<file path="src/common/ppc_params.svh">
`ifndef PPC_PARAMS_SVH
`define PPC_PARAMS_SVH
// Register addresses in the special-function space, the same on every page.
`define PPC_ADDR_P2_DATA      8'ha0
`define PPC_ADDR_P1_DRVMODE   8'ha5
`define PPC_ADDR_P1_BYPASS    8'hd5
`define PPC_ADDR_P1_ANALOG    8'hf2
`define PPC_ADDR_P2_ANALOG    8'hf3
// Bit address of bit 0 of the second port's data register.
`define PPC_BITADDR_P2_BASE   8'ha0
// Reset values.
`define PPC_RST_P2_DATA       5'h1f
`define PPC_RST_P1_DRVMODE    8'h00
`define PPC_RST_P1_BYPASS     8'h00
`define PPC_RST_P1_ANALOG     8'hff
`define PPC_RST_P2_ANALOG     4'hf
// Field widths.
`define PPC_P1_WIDTH          8
`define PPC_P2_WIDTH          5
`define PPC_P2_ANALOG_WIDTH   4
`endif

</file>
<file path="src/common/ppc_pkg.sv">
package ppc_pkg;
    typedef logic [7:0] ppc_byte_t;
    // Register selected by an access.
    typedef enum logic [2:0] {
        PPC_SEL_NONE,
        PPC_SEL_P2_DATA,
        PPC_SEL_P1_DRVMODE,
        PPC_SEL_P1_BYPASS,
        PPC_SEL_P1_ANALOG,
        PPC_SEL_P2_ANALOG
    } ppc_sel_t;
endpackage

</file>
<file path="src/ppc_port_config.sv">
`include "ppc_params.svh"
// Behaviour
// [RULE_01] First port drive bit: one push-pull, zero open-drain.
// [RULE_02] Drive bit ignored while pin is analog.
// [RULE_03] First port bypass bit removes pin from crossbar.
// [RULE_04] Software should bypass analog, special, GPIO pins.
// [RULE_05] Second port data write loads output latch.
// [RULE_06] Second port data read returns pin level.
// [RULE_07] Second port analog register bits 7:4 read zero.
// [RULE_08] Second port analog bit zero means analog mode.
// [RULE_09] Analog pin: pullup, driver, receiver all off.
// [RULE_10] Second port data bit-addressable, on every page.
// [RULE_11] First port analog bit zero means analog mode.
// [RULE_12] Open-drain high latch releases the pin.
module ppc_port_config #(
    parameter int P1W = `PPC_P1_WIDTH,
    parameter int P2W = `PPC_P2_WIDTH
) (
    input  wire logic             sys_clk,
    input  wire logic             rst,
    input  wire logic [7:0]       sfrAddr,
    input  wire logic [7:0]       sfrWrData,
    input  wire logic             sfrWr,
    input  wire logic             sfrRd,
    output logic      [7:0]       sfrRdData,
    input  wire logic [7:0]       bitAddr,
    input  wire logic             bitValue,
    input  wire logic             bitWr,
    input  wire logic [P2W-1:0]   p2PushPull,
    input  wire logic [P2W-1:0]   p2PinIn,
    output logic      [P2W-1:0]   p2PinOut,
    output logic      [P2W-1:0]   p2PinOe_n,
    output logic      [P2W-1:0]   p2PullupEn,
    output logic      [P2W-1:0]   p2ReceiverEn,
    output logic      [P1W-1:0]   p1PushPullEff,
    output logic      [P1W-1:0]   p1DigitalEn,
    output logic      [P1W-1:0]   p1CrossbarSkip
);
    // ****************************************************************
    // Elaboration check
    // ****************************************************************
    // Refuses widths that the fixed register layout cannot serve.
    if (P1W != 8 || P2W != 5) begin
        $error("Port widths are fixed by the register layout.");
    end

    // ****************************************************************
    // Address decode
    // ****************************************************************
    // Maps an address to its register; the page is not decoded, so every
    // register answers on every page.
    function automatic ppc_pkg::ppc_sel_t decodeSel(input logic [7:0] a);
        unique case (a)
            `PPC_ADDR_P2_DATA:    decodeSel = ppc_pkg::PPC_SEL_P2_DATA;
            `PPC_ADDR_P1_DRVMODE: decodeSel = ppc_pkg::PPC_SEL_P1_DRVMODE;
            `PPC_ADDR_P1_BYPASS:  decodeSel = ppc_pkg::PPC_SEL_P1_BYPASS;
            `PPC_ADDR_P1_ANALOG:  decodeSel = ppc_pkg::PPC_SEL_P1_ANALOG;
            `PPC_ADDR_P2_ANALOG:  decodeSel = ppc_pkg::PPC_SEL_P2_ANALOG;
            default:              decodeSel = ppc_pkg::PPC_SEL_NONE;
        endcase
    endfunction

    localparam logic [7:0] BIT_BASE = `PPC_BITADDR_P2_BASE;

    ppc_pkg::ppc_sel_t sel;
    logic              bitHit;
    logic [2:0]        bitIdx;
    assign sel    = decodeSel(sfrAddr); // RULE_10
    assign bitIdx = bitAddr[2:0];
    // Only the five implemented latch bits answer; the upper bit slots are refused.
    assign bitHit = bitWr && (bitAddr[7:3] == BIT_BASE[7:3])
                    && (bitIdx < 3'h5); // RULE_10

    // ****************************************************************
    // Registers
    // ****************************************************************
    logic [P1W-1:0] p1DriveMode_r;
    logic [P1W-1:0] p1Bypass_r;
    logic [P1W-1:0] p1AnalogSel_r;
    logic [P2W-1:0] p2Latch_r;
    logic [P2W-1:0] p2Latch_nxt;
    logic [3:0]     p2AnalogSel_r;

    // Bit writes land after a byte write in the same cycle, so they win.
    always_comb begin
        p2Latch_nxt = p2Latch_r;
        if (sfrWr && sel == ppc_pkg::PPC_SEL_P2_DATA) begin
            p2Latch_nxt = sfrWrData[P2W-1:0]; // RULE_05
        end
        if (bitHit) begin
            p2Latch_nxt[bitIdx] = bitValue; // RULE_10
        end
    end

    // Holds the software-written configuration.
    always_ff @(posedge sys_clk or posedge rst) begin
        if (rst) begin
            p1DriveMode_r <= `PPC_RST_P1_DRVMODE;
            p1Bypass_r    <= `PPC_RST_P1_BYPASS;
            p1AnalogSel_r <= `PPC_RST_P1_ANALOG;
            p2Latch_r     <= `PPC_RST_P2_DATA;
            p2AnalogSel_r <= `PPC_RST_P2_ANALOG;
        end else begin
            p2Latch_r <= p2Latch_nxt;
            if (sfrWr && sel == ppc_pkg::PPC_SEL_P1_DRVMODE) begin
                p1DriveMode_r <= sfrWrData; // RULE_01
            end
            if (sfrWr && sel == ppc_pkg::PPC_SEL_P1_BYPASS) begin
                p1Bypass_r <= sfrWrData; // RULE_03
            end
            if (sfrWr && sel == ppc_pkg::PPC_SEL_P1_ANALOG) begin
                p1AnalogSel_r <= sfrWrData; // RULE_11
            end
            if (sfrWr && sel == ppc_pkg::PPC_SEL_P2_ANALOG) begin
                p2AnalogSel_r <= sfrWrData[3:0]; // RULE_07
            end
        end
    end

    // ****************************************************************
    // Pin synchroniser
    // ****************************************************************
    logic [P2W-1:0] p2PinMeta_r;
    logic [P2W-1:0] p2PinSync_r;

    // Two flops guard against metastability on the asynchronous pins.
    always_ff @(posedge sys_clk or posedge rst) begin
        if (rst) begin
            p2PinMeta_r <= '0;
            p2PinSync_r <= '0;
        end else begin
            p2PinMeta_r <= p2PinIn;
            p2PinSync_r <= p2PinMeta_r;
        end
    end

    // ****************************************************************
    // Pin control
    // ****************************************************************
    logic [P2W-1:0] p2Digital;
    logic [P2W-1:0] p2Drive;
    logic [P2W-1:0] p2PinLevel;
    logic [P1W-1:0] p1PushPullNxt;
    // Pin 4 has no analog option and is always digital.
    assign p2Digital     = {1'b1, p2AnalogSel_r}; // RULE_08
    // Drive when digital and either push-pull or pulling low.
    assign p2Drive       = p2Digital & (p2PushPull | ~p2Latch_nxt); // RULE_09 RULE_12
    // A pin with its receiver off reads low.
    assign p2PinLevel    = p2PinSync_r & p2Digital; // RULE_06 RULE_09
    assign p1PushPullNxt = p1DriveMode_r & p1AnalogSel_r; // RULE_01 RULE_02

    // Registers every pin control output.
    always_ff @(posedge sys_clk or posedge rst) begin
        if (rst) begin
            p2PinOut       <= `PPC_RST_P2_DATA;
            p2PinOe_n      <= '1;
            p2PullupEn     <= '0;
            p2ReceiverEn   <= '0;
            p1PushPullEff  <= '0;
            p1DigitalEn    <= '0;
            p1CrossbarSkip <= '0;
        end else begin
            p2PinOut       <= p2Latch_nxt; // RULE_05
            p2PinOe_n      <= ~p2Drive; // RULE_09 RULE_12
            p2PullupEn     <= p2Digital; // RULE_09
            p2ReceiverEn   <= p2Digital; // RULE_09
            p1PushPullEff  <= p1PushPullNxt; // RULE_02
            p1DigitalEn    <= p1AnalogSel_r; // RULE_11
            p1CrossbarSkip <= p1Bypass_r; // RULE_03
        end
    end

    // ****************************************************************
    // Read path
    // ****************************************************************
    logic [7:0] rdMux;
    assign rdMux = (sel == ppc_pkg::PPC_SEL_P2_DATA)    ? {3'h0, p2PinLevel} : // RULE_06
                   (sel == ppc_pkg::PPC_SEL_P1_DRVMODE) ? p1DriveMode_r :
                   (sel == ppc_pkg::PPC_SEL_P1_BYPASS)  ? p1Bypass_r :
                   (sel == ppc_pkg::PPC_SEL_P1_ANALOG)  ? p1AnalogSel_r :
                   (sel == ppc_pkg::PPC_SEL_P2_ANALOG)  ? {4'h0, p2AnalogSel_r} : // RULE_07
                   8'h00;

    // Read data appears the cycle after the read strobe and holds.
    always_ff @(posedge sys_clk or posedge rst) begin
        if (rst) begin
            sfrRdData <= 8'h00;
        end else if (sfrRd) begin
            sfrRdData <= rdMux;
        end
    end
endmodule

</file>
<file path="config.mk">
export PLATFORM = sky130hd
export DESIGN_NAME = ppc_port_config
export DESIGN_NICKNAME = d
export VERILOG_FILES = /design/src/common/ppc_pkg.sv /design/src/ppc_port_config.sv
export VERILOG_INCLUDE_DIRS = /design/src /design/src/common
export SDC_FILE = /design/constraint.sdc
export NUM_CORES = 1
export LEC_CHECK = 0
export BUFFER_PORTS_ARGS = -buffer_cell sky130_fd_sc_hd__buf_2
export CAP_MARGIN = 20
export CORE_AREA = 2 2 119 92
export DETAILED_ROUTE_END_ITERATION = 8
export DIE_AREA = 0 0 121 94
export PLACE_DENSITY = 0.65
export SLEW_MARGIN = 10
export SYNTH_ARGS = -nofsm -noshare
export SYNTH_HDL_FRONTEND = slang
export SYNTH_SLANG_ARGS = --single-unit
</file>
<file path="constraint.sdc">
create_clock -name sys_clk -period 2.85 [get_ports sys_clk]
set_input_delay 0.57 -clock sys_clk [delete_from_list [all_inputs] [get_ports sys_clk]]
set_output_delay 0.57 -clock sys_clk [all_outputs]
set_load 0.1 [all_outputs]
</file>
==> results of run 1 <==
==> per-layer routing <==
metal | routed length [um] | global-route usage (%) | vias up
li1 | - | - | 1143
met2 | 3960 | 23.4 | 68
met5 | 0 | 0 | -
met1 | 4360 | 23.9 | 1204
met3 | 557 | 6.43 | 6
met4 | 64 | 3.49 | 0
==> through the flow <==
step | hold WS [ns] | utilization (%)
2_1_floorplan | 0.331 | -
4_1_cts | 0.162 | 43.7
3_5_place_dp | 0.336 | 40.5
3_3_place_gp | 0.334 | 40.5
5_1_grt | 0.179 | 43.7
6_report | 0.168 | 43.7
==> cells by family after synthesis <==
group | count (synthesis) | synth area share, %
muxes | 32 | 11.0
buffers and inverters | 25 | 3.72
AOI/OAI and AO/OA | 47 | 10.3
and+or+nand+nor | 74 | 13.2
DFF | 85 | 61.6
other | 1 | 0.107
==> synth_stat cells, drive strengths merged, types with 3 or more instances <==
cell type / count
dfrtp: 63
mux2: 30
dfstp: 22
buf: 11
nor2: 11
and2: 10
inv: 10
nand3: 10
nand2: 8
a21oi: 6
a31oi: 5
nand4: 5
o21ai: 5
clkbuf: 4
o21a: 4
a41oi: 3
nor3: 3
nor3b: 3
nor4: 3
nor4b: 3
o22a: 3
o31a: 3
o32ai: 3
or3b: 3
==> worst reg2reg max path, cell delays in order, from the launching register on <==
cell and delay, ns:
dfstp_2 0.59, mux2_2 0.17, nand3_1 0.10, a32o_1 0.24, a31oi_1 0.18
==> registers in the layout, indices dropped and copies added, names as in the netlist <==
name / cells
p1PushPullEff: 8
p1CrossbarSkip: 8
p1DriveMode_r: 8
p2PinOut: 5
p1DigitalEn: 8
p1AnalogSel_r: 8
p2PinSync_r: 5
sfrRdData: 8
p1Bypass_r: 8
p2ReceiverEn: 5
p2PinOe_n: 5
p2AnalogSel_r: 4
p2PinMeta_r: 5
==> power groups by stage <==
stage / registers (mW) / clock network [mW] / logic (mW)
2_1_floorplan: 1.56 / 0 / 0.134
3_3_place_gp: 1.34 / 0 / 0.469
3_5_place_dp: 1.34 / 0 / 0.471
4_1_cts: 1.32 / 1.28 / 0.471
5_1_grt: 1.33 / 1.32 / 0.491
6_report: 1.32 / 1.24 / 0.468
==> final timing paths <==
kind / slack [ns] / from / cells past startpoint / end
setup / recovery: 0.90 / sfrAddr[3] / 5 / p1Bypass_r[4]
hold / removal: 0.17 / rst / 2 / p2PinMeta_r[4]
setup reg to reg: 1.49 / p2AnalogSel_r[0] / 4 / sfrRdData[0]
hold reg to reg: 0.35 / p2PinMeta_r[3] / 0 / p2PinSync_r[3]
max in group asynchronous: 1.99 / rst / 3 / p1AnalogSel_r[3]
min in group sys_clk: 0.34 / p2PinIn[0] / 1 / p2PinMeta_r[0]
==> layout make-up <==
type | count | area, um2 | area share [%]
flip-flops and latches | 85 | 2150 | 48.7
multi-input cells | 154 | 1210 | 27.4
repair buffers | 99 | 528 | 11.9
clock buffers | 12 | 246 | 5.57
well taps | 136 | 170 | 3.85
clock inverters | 4 | 72.6 | 1.64
inverters | 10 | 38.8 | 0.877
==> flow_metrics.env, run 1 <==
export IMPL_max_cap_viol_count=0
export IMPL_synth_edf_count=0
export IMPL_cp_start_kind="primary input"
export IMPL_p_int_mw=2.17
export IMPL_async_flop_share_pct=100
export IMPL_p_seq_share_pct=43.6
export IMPL_final_cells=500
export IMPL_power_switching_mw=0.855
export IMPL_synth_area_um2=3500
export IMPL_path_cells="buf_2 -> nor4b_1 -> nand4_1 -> or2_1 -> mux2_4"
export IMPL_cts_sinks=85
export IMPL_cp_arrival_ns=2.18
export IMPL_grt_pass1_wl_um=13600
export IMPL_layout_commonest_cell="buf_2"
export IMPL_clk_pin_slew_ns=0.06
export IMPL_clkPwrFrac_pct=40.9
export IMPL_cts_tree="yes"
export IMPL_totalWireLength_um=8940
export IMPL_cts_buffers=9
export IMPL_drt_iter0_drc=118
export IMPL_num_fill_cells=993
export IMPL_path_buf_inv=1
export IMPL_grt_max_degree=44
export IMPL_htree_levels=3
export IMPL_wl_per_cell_um=17.9
export IMPL_rsz0062_at_grt="no"
export IMPL_hold_viol_final=0
export IMPL_routabilityCongestion=0.890
export IMPL_synth_top_area_share_pct=45.1
export IMPL_ys_ff_latch=85
export IMPL_peakVddDrop_mv=0.410
export IMPL_finalSetupViolCount=0
export IMPL_path_class="in -> reg"
export IMPL_worst_pin_slew_ns=0.671
export IMPL_p_leak_nw=2.14
export IMPL_timing_slew_headroom_pct=55.1
export IMPL_finalSetupTns_ns=0
export IMPL_final_layout_size_suffix_gt1_share_pct=48.1
export IMPL_die_width_um=121
export IMPL_die_h_um=94
export IMPL_period_needed_ns=1.95
export IMPL_synth_area_leaders="dfrtp_1, dfstp_2, mux2_2"
export IMPL_fin_ws_ns=0.897
export IMPL_crit_path_end_kind="register"
export IMPL_clk_insertion_delay_late_ns=0.34
export IMPL_holdCritPathClass="in -> async"
export IMPL_cts_buffer_depth=2
export IMPL_post_dp_cell_area_um2=4100
export IMPL_cp_top_family="simple AND/OR/NAND/NOR gates"
export IMPL_hold_buffers=0
export IMPL_antenna_found_initial=0
export IMPL_required_ns=3.07
export IMPL_power_density_nw_per_um2=684
export IMPL_drt_pass1_iter_count=4
export IMPL_place_ws_ns=0.544
export IMPL_ant_nets=0
export IMPL_crit_fanout=8
export IMPL_cts_repair_resized=0
export IMPL_antenna_cells=0
export IMPL_vias_per_cell=4.84
export IMPL_dieArea_um2=11400
export IMPL_synth_flop_cell="dfrtp_1"
export IMPL_syn_nets=304
export IMPL_p_sw_share_pct=28.3
export IMPL_dr_total_vias=2421
export IMPL_yosysTopAreaCell="dfrtp_1"
export IMPL_grt_pass1_vias=2358
export IMPL_ys_types=57
export IMPL_grt_use_total_pct=16.5
export IMPL_io_pins=92
export IMPL_syn_to_final_growth_pct=26.5
export IMPL_pwr_share_comb_pct=15.5
export IMPL_fin_nets=399
export IMPL_ctsRootBufferMaster="clkbuf_16"
export IMPL_syn_inst=264
export IMPL_clock_skew_ns=0.00521
export IMPL_overflow=0
export IMPL_total_power_mw=3.02
export IMPL_layout_worst_path_cycle_share_pct=68.5
export IMPL_slowest_stage="or2_1"
export IMPL_coreArea_um2=10100
export IMPL_drc=0
export IMPL_cts_setup_buffers=0
export IMPL_layout_common_cells="buf_2, dfrtp_1, mux2_2"
export IMPL_yosysWarnings=0
export IMPL_cpPeakStageDelay_ns=0.49
export IMPL_syn_avg_cell_area_um2=13.2
export IMPL_num_rows=32
export IMPL_fin_area_um2=4420
export IMPL_ys_seq_area_share_pct=61.6
export IMPL_slew_viol_final=0
export IMPL_hpwl_um=6740
export IMPL_portBuffers=91
export IMPL_fmax_ghz=0.512
export IMPL_dp_cells=484
export IMPL_outcome="finished clean"
export IMPL_initial_core_util_pct=34.5
No activity file was read; power rests on OpenSTA's default activity.
==> run 2, diff against run 1 <==
--- a/config.mk
+++ b/config.mk
@@ -6,6 +6,7 @@
 export SDC_FILE = /design/constraint.sdc
 export NUM_CORES = 1
 export LEC_CHECK = 0
+export ABC_AREA = 1
 export BUFFER_PORTS_ARGS = -buffer_cell sky130_fd_sc_hd__buf_2
 export CAP_MARGIN = 20
 export CORE_AREA = 2 2 119 92
==> constraint.sdc (replaced) <==
create_clock -name sys_clk -period 1.6 [get_ports sys_clk]
set_input_delay 0.32 -clock sys_clk [delete_from_list [all_inputs] [get_ports sys_clk]]
set_output_delay 0.32 -clock sys_clk [all_outputs]
set_load 0.1 [all_outputs]
==> run 2 against run 1 <==
Largest power group unchanged. Combinational power up 88%. Worst hold slack worse by 0.12 ns. Die area unchanged. Critical path type is now reg -> out. Clock skew up 0.0049 ns. Global-route usage is 1.1 points lower. Wire length shrank 8.4%. Count of clock-buffer cells in the layout unchanged. Worst setup slack worse by 0.87 ns. Critical path depth down 4. Sequential share of layout area decreased by 0.22 points.
==> flow_metrics.env, run 2 <==
export IMPL_num_fill_cells=974
export IMPL_cts_tree="yes"
export IMPL_cp_start_kind="register"
export IMPL_syn_to_final_growth_pct=28.0
export IMPL_num_rows=32
export IMPL_synth_common_cells="nand2_1, dfrtp_1, inv_1"
export IMPL_synth_edf_count=0
export IMPL_io_pins=92
export IMPL_slew_viol_final=0
export IMPL_synth_flop_cell="dfrtp_1"
export IMPL_totalWireLength_um=8190
export IMPL_portBuffers=91
export IMPL_htree_levels=3
export IMPL_antenna_found_initial=0
export IMPL_cts_setup_buffers=0
export IMPL_path_buf_inv=1
export IMPL_synth_top_area_share_pct=45.3
export IMPL_cts_sinks=85
export IMPL_synth_area_um2=3480
export IMPL_p_leak_nw=2.34
export IMPL_cp_arrival_ns=1.26
export IMPL_fin_area_um2=4460
export IMPL_r2r_end="sfrRdData[5]"
export IMPL_layout_worst_path_cycle_share_pct=98.5
export IMPL_period_needed_ns=1.58
export IMPL_power_switching_mw=1.59
export IMPL_post_route_util_pct=44.0
export IMPL_dr_total_vias=2694
export IMPL_ys_ff_latch=85
export IMPL_p_sw_share_pct=29.2
export IMPL_clk_insertion_delay_late_ns=0.34
export IMPL_hold_viol_final=0
export IMPL_synth_area_leaders="dfrtp_1, dfstp_2, nand2_1"
export IMPL_fin_nets=503
export IMPL_clkPwrFrac_pct=40.6
export IMPL_dieArea_um2=11400
export IMPL_syn_inst=365
export IMPL_clock_skew_ns=0.0101
export IMPL_rsz0062_at_grt="no"
export IMPL_routabilityCongestion=0.847
export IMPL_holdCritPathClass="in -> async"
export IMPL_die_h_um=94
export IMPL_initial_core_util_pct=34.4
export IMPL_required_ns=1.28
export IMPL_synth_most_common_cell="nand2_1"
export IMPL_pwr_share_comb_pct=16.1
export IMPL_ys_types=27
export IMPL_post_dp_cell_area_um2=4110
export IMPL_cts_buffer_depth=2
export IMPL_crit_fanout=1
export IMPL_drt_pass1_iter_count=4
export IMPL_die_width_um=121
export IMPL_wl_per_cell_um=13.6
export IMPL_path_class="reg -> out"
export IMPL_crit_end="p2PinOe_n[4]"
export IMPL_crit_start="p2PinOe_n[4]"
export IMPL_p_int_mw=3.87
export IMPL_cts_repair_resized=8
export IMPL_syn_nets=405
export IMPL_grt_pass1_wl_um=13400
export IMPL_fmax_ghz=0.635
export IMPL_yosysTopAreaCell="dfrtp_1"
export IMPL_p_seq_share_pct=43.3
export IMPL_grt_pass1_vias=2715
export IMPL_peakVddDrop_mv=0.647
export IMPL_rrSetupSlack_ns=0.53
export IMPL_vias_per_cell=4.46
export IMPL_yosysWarnings=0
export IMPL_r2r_cells=4
export IMPL_grt_use_total_pct=15.5
export IMPL_drt_iter0_drc=167
export IMPL_async_flop_share_pct=100
export IMPL_coreArea_um2=10100
export IMPL_grt_max_degree=54
export IMPL_cp_top_family="flip-flops"
export IMPL_outcome="finished clean"
export IMPL_ys_seq_area_share_pct=61.9
export IMPL_hpwl_um=6180
export IMPL_antenna_cells=0
export IMPL_clk_pin_slew_ns=0.06
export IMPL_cts_buffers=9
export IMPL_power_density_nw_per_um2=1230
export IMPL_crit_path_end_kind="output port"
export IMPL_overflow=0
export IMPL_hold_buffers=0
export IMPL_finalSetupViolCount=0
export IMPL_cpPeakStageDelay_ns=0.51
export IMPL_path_cells="buf_2"
export IMPL_ctsRootBufferMaster="clkbuf_16"
export IMPL_layout_common_cells="nand2_1, buf_2, dfrtp_1"
export IMPL_max_cap_viol_count=0
export IMPL_syn_avg_cell_area_um2=9.53
export IMPL_worstReg2RegStart="p1AnalogSel_r[5]"
export IMPL_final_layout_size_suffix_gt1_share_pct=34.2
export IMPL_slowest_stage="dfstp_2"
export IMPL_drc=0
export IMPL_path_depth=1
export IMPL_ant_nets=0
export IMPL_layout_commonest_cell="nand2_1"
-- run 2: changes by cell type in the layout (fill, tap and decap cells not counted), moves of 7 or more --
cell and delta:
and2_1 -8, buf_2 -9, nor2_1 +14, nand3_1 +22, o21ai_0 +24, nand2_1 +82
inv_1 +44, mux2_4 -7, mux2_2 -23, o21ai_2 +8
-- run 2: power by group through the flow --
stage / clock network [mW] / logic, mW / registers [mW]
6_report: 2.22 / 0.880 / 2.36
2_1_floorplan: 0 / 0.229 / 2.84
3_5_place_dp: 0 / 0.875 / 2.40
3_3_place_gp: 0 / 0.866 / 2.40
4_1_cts: 2.26 / 0.887 / 2.36
5_1_grt: 2.34 / 0.935 / 2.38
-- run 2: final cells by class --
type | instances | area, um2 | share of cell area, %
Sequential cell | 85 | 2160 | 48.5
Timing Repair Buffer | 98 | 568 | 12.7
Clock buffer | 12 | 246 | 5.53
Inverter | 54 | 206 | 4.63
Tap cell | 136 | 170 | 3.82
Clock inverter | 4 | 72.6 | 1.63
Multi-Input combinational cell | 215 | 1030 | 23.1
-- run 2: kinds of logic after synthesis --
family / Yosys count / share of synthesized area (%)
simple gates: 168 / 22.0
buf+inv: 65 / 8.45
flops: 85 / 61.9
compound gates: 46 / 7.48
other cells: 1 / 0.108
-- run 2: worst min-delay path by stage --
stage | startpoint | end | slack (ns) | depth (start not counted)
after floorplan | p2PinMeta_r[0] | p2PinSync_r[0] | 0.33 | 0
after global placement | p2PinMeta_r[4] | p2PinSync_r[4] | 0.33 | 0
after detailed placement | p2PinMeta_r[1] | p2PinSync_r[1] | 0.34 | 0
after CTS | rst | p1DriveMode_r[1] | 0.05 | 3
after global routing | rst | p1DriveMode_r[5] | 0.07 | 3
final | rst | p1DriveMode_r[1] | 0.05 | 3
-- run 2: layer usage --
layer	vias up	global-route usage [%]	part of all wire [%]
li1	1330	-	-
met5	-	0	0
met2	90	22.3	44
met4	0	5.23	1.1
met1	1268	21.8	48
met3	6	5.04	7.3
-- run 2: tightest hold or removal path: cells and delay by family --
kind,cells,cell delay (ns)
buf+inv,3,0.41
-- run 2: metrics by stage --
| step | power [mW] | hold slack, ns | TNS, ns | setup slack, ns | cells |
|---|---|---|---|---|---|
| 2_1_floorplan | 3.07 | 0.331 | 0 | 0.233 | 365 |
| 3_3_place_gp | 3.26 | 0.333 | -0.0934 | -0.0192 | 588 |
| 3_5_place_dp | 3.27 | 0.338 | -0.307 | -0.0618 | 588 |
| 4_1_cts | 5.51 | 0.0482 | 0 | 0.00640 | 604 |
| 5_1_grt | 5.65 | 0.0690 | 0 | 0.00567 | 604 |
| 6_report | 5.46 | 0.0502 | 0 | 0.0247 | 604 |
==> run 3, diff against run 2 <==
--- a/config.mk
+++ b/config.mk
@@ -12,7 +12,7 @@
 export CORE_AREA = 2 2 119 92
 export DETAILED_ROUTE_END_ITERATION = 8
 export DIE_AREA = 0 0 121 94
-export PLACE_DENSITY = 0.65
+export PLACE_DENSITY_LB_ADDON = 0.2
 export SLEW_MARGIN = 10
 export SYNTH_ARGS = -nofsm -noshare
 export SYNTH_HDL_FRONTEND = slang
==> run 3 against run 2 <==
Sequential share of layout area about the same. Combinational power is essentially flat. Total power fell by 5.7%. Fmax up 4.9%. Worst hold slack better by 0.044 ns. Clock power down 14%. Register-to-register slack got worse by 0.04 ns. Sequential power is essentially flat. Cell count grew 0.83%. Global-route usage decreased by 0.37 points. Count of clock-buffer cells in the layout decreased by 2. Final area hardly changed. Largest cell class unchanged. Largest power group unchanged. Highest routed layer unchanged.
==> flow_metrics.env, run 3 (synthesis results as in run 2) <==
export IMPL_cp_arrival_ns=1.18
export IMPL_p_sw_share_pct=31.5
export IMPL_grt_use_total_pct=15.1
export IMPL_drc=0
export IMPL_required_ns=1.28
export IMPL_layout_worst_path_cycle_share_pct=93.9
export IMPL_path_class="reg -> out"
export IMPL_cts_buffers=9
export IMPL_totalWireLength_um=8180
export IMPL_final_layout_size_suffix_gt1_share_pct=34.9
export IMPL_syn_to_final_growth_pct=28.0
export IMPL_initial_core_util_pct=34.4
export IMPL_grt_max_degree=42
export IMPL_worstHoldStart="p2PushPull[4]"
export IMPL_antenna_cells=0
export IMPL_power_switching_mw=1.62
export IMPL_slowest_stage="buf_2"
export IMPL_outcome="finished clean"
export IMPL_routabilityCongestion=0.816
export IMPL_pwr_share_comb_pct=17.1
export IMPL_path_cells="buf_2"
export IMPL_num_rows=32
export IMPL_crit_fanout=2
export IMPL_total_power_mw=5.15
export IMPL_clock_skew_ns=0.00648
export IMPL_path_buf_inv=1
export IMPL_cp_start_kind="register"
export IMPL_rsz0062_at_grt="no"
export IMPL_drt_iter0_drc=120
export IMPL_power_density_nw_per_um2=1160
export IMPL_crit_path_end_kind="output port"
export IMPL_period_needed_ns=1.50
export IMPL_drt_pass1_iter_count=4
export IMPL_p_int_mw=3.52
export IMPL_hold_viol_final=0
export IMPL_dieArea_um2=11400
export IMPL_fin_nets=508
export IMPL_holdCritPathClass="in -> reg"
export IMPL_fmax_ghz=0.666
export IMPL_crit_start="sfrRdData[6]"
export IMPL_portBuffers=91
export IMPL_finalSetupTns_ns=0
export IMPL_clk_pin_slew_ns=0.07
export IMPL_worstReg2RegStart="p2AnalogSel_r[2]"
export IMPL_wl_per_cell_um=13.4
export IMPL_io_pins=92
export IMPL_clk_insertion_delay_late_ns=0.33
export IMPL_ctsRootBufferMaster="clkbuf_16"
export IMPL_finalSetupViolCount=0
export IMPL_slew_viol_final=0
export IMPL_p_leak_nw=2.34
export IMPL_grt_pass1_wl_um=12800
export IMPL_cpPeakStageDelay_ns=0.45
export IMPL_vias_per_cell=4.33
export IMPL_die_h_um=94
export IMPL_dr_total_vias=2636
export IMPL_cts_tree="yes"
export IMPL_cts_buffer_depth=2
export IMPL_overflow=0
export IMPL_htree_levels=3
export IMPL_coreArea_um2=10100
export IMPL_peakVddDrop_mv=0.600
export IMPL_die_width_um=121
export IMPL_antenna_found_initial=0
export IMPL_ant_nets=0
export IMPL_cp_top_family="buffers and inverters"
export IMPL_max_cap_viol_count=0
export IMPL_layout_common_cells="nand2_1, buf_2, dfrtp_1"
export IMPL_hpwl_um=6140
export IMPL_clkPwrFrac_pct=37.0
export IMPL_grt_pass1_vias=2487
export IMPL_p_seq_share_pct=45.9
export IMPL_cts_sinks=85
export IMPL_layout_commonest_cell="nand2_1"
run 3: layout make-up:
| class | count | area, um2 |
|---|---|---|
| Tap cell | 136 | 170 |
| Multi-Input combinational cell | 215 | 1030 |
| Clock inverter | 6 | 46.3 |
| Timing Repair Buffer | 103 | 611 |
| Clock buffer | 10 | 229 |
| Inverter | 54 | 206 |
| Fill cell | 982 | 5680 |
| Sequential cell | 85 | 2160 |
run 3: worst paths after layout:
path / end / slack, ns / cells past startpoint
min in group asynchronous: p1DigitalEn[2] / 0.54 / 3
worst max-delay path: sfrRdData[6] / 0.1 / 1
worst min-delay path: p2PinOe_n[4] / 0.09 / 2
max in group asynchronous: p1AnalogSel_r[7] / 0.47 / 4
worst min register to register: p2PinSync_r[3] / 0.35 / 0
worst max register to register: sfrRdData[2] / 0.49 / 6
run 3: power groups by stage:
stage,Clock (mW),Combinational (mW),Sequential [mW]
detailed placement,0,0.875,2.40
global placement,0,0.870,2.40
finish,1.90,0.882,2.36
floorplan,0,0.229,2.84
global route,2.04,0.936,2.38
CTS,1.96,0.888,2.36
run 3: repair_timing:
| item | 4_1_cts | 5_1_grt |
|---|---|---|
| resized for setup | 7 | 3 |
| hold buffers | 1 | 0 |
| hold endpoints to repair | 15 | 0 |
| setup endpoints to repair | 7 | 3 |
| buffers inserted | 0 | 0 |
run 3: layer usage:
metal	vias to the layer above	global-route usage [%]	wire length, um
met5	-	0	0
met4	0	4.94	89
met3	8	4.19	352
met2	65	22.2	3550
met1	1217	21.4	4190
li1	1346	-	-
run 3: through the flow:
step	hold slack [ns]	area (um2)	utilization [%]	instances	setup slack, ns
final	0.0942	4450	44.0	609	0.0980
after global placement	0.333	4140	40.9	592	0.0706
after global routing	0.0823	4450	44.0	609	0.0631
after detailed placement	0.335	4140	40.9	592	0.0165
after CTS	0.0818	4450	43.9	609	0.00140
after floorplan	0.331	3490	-	365	0.233
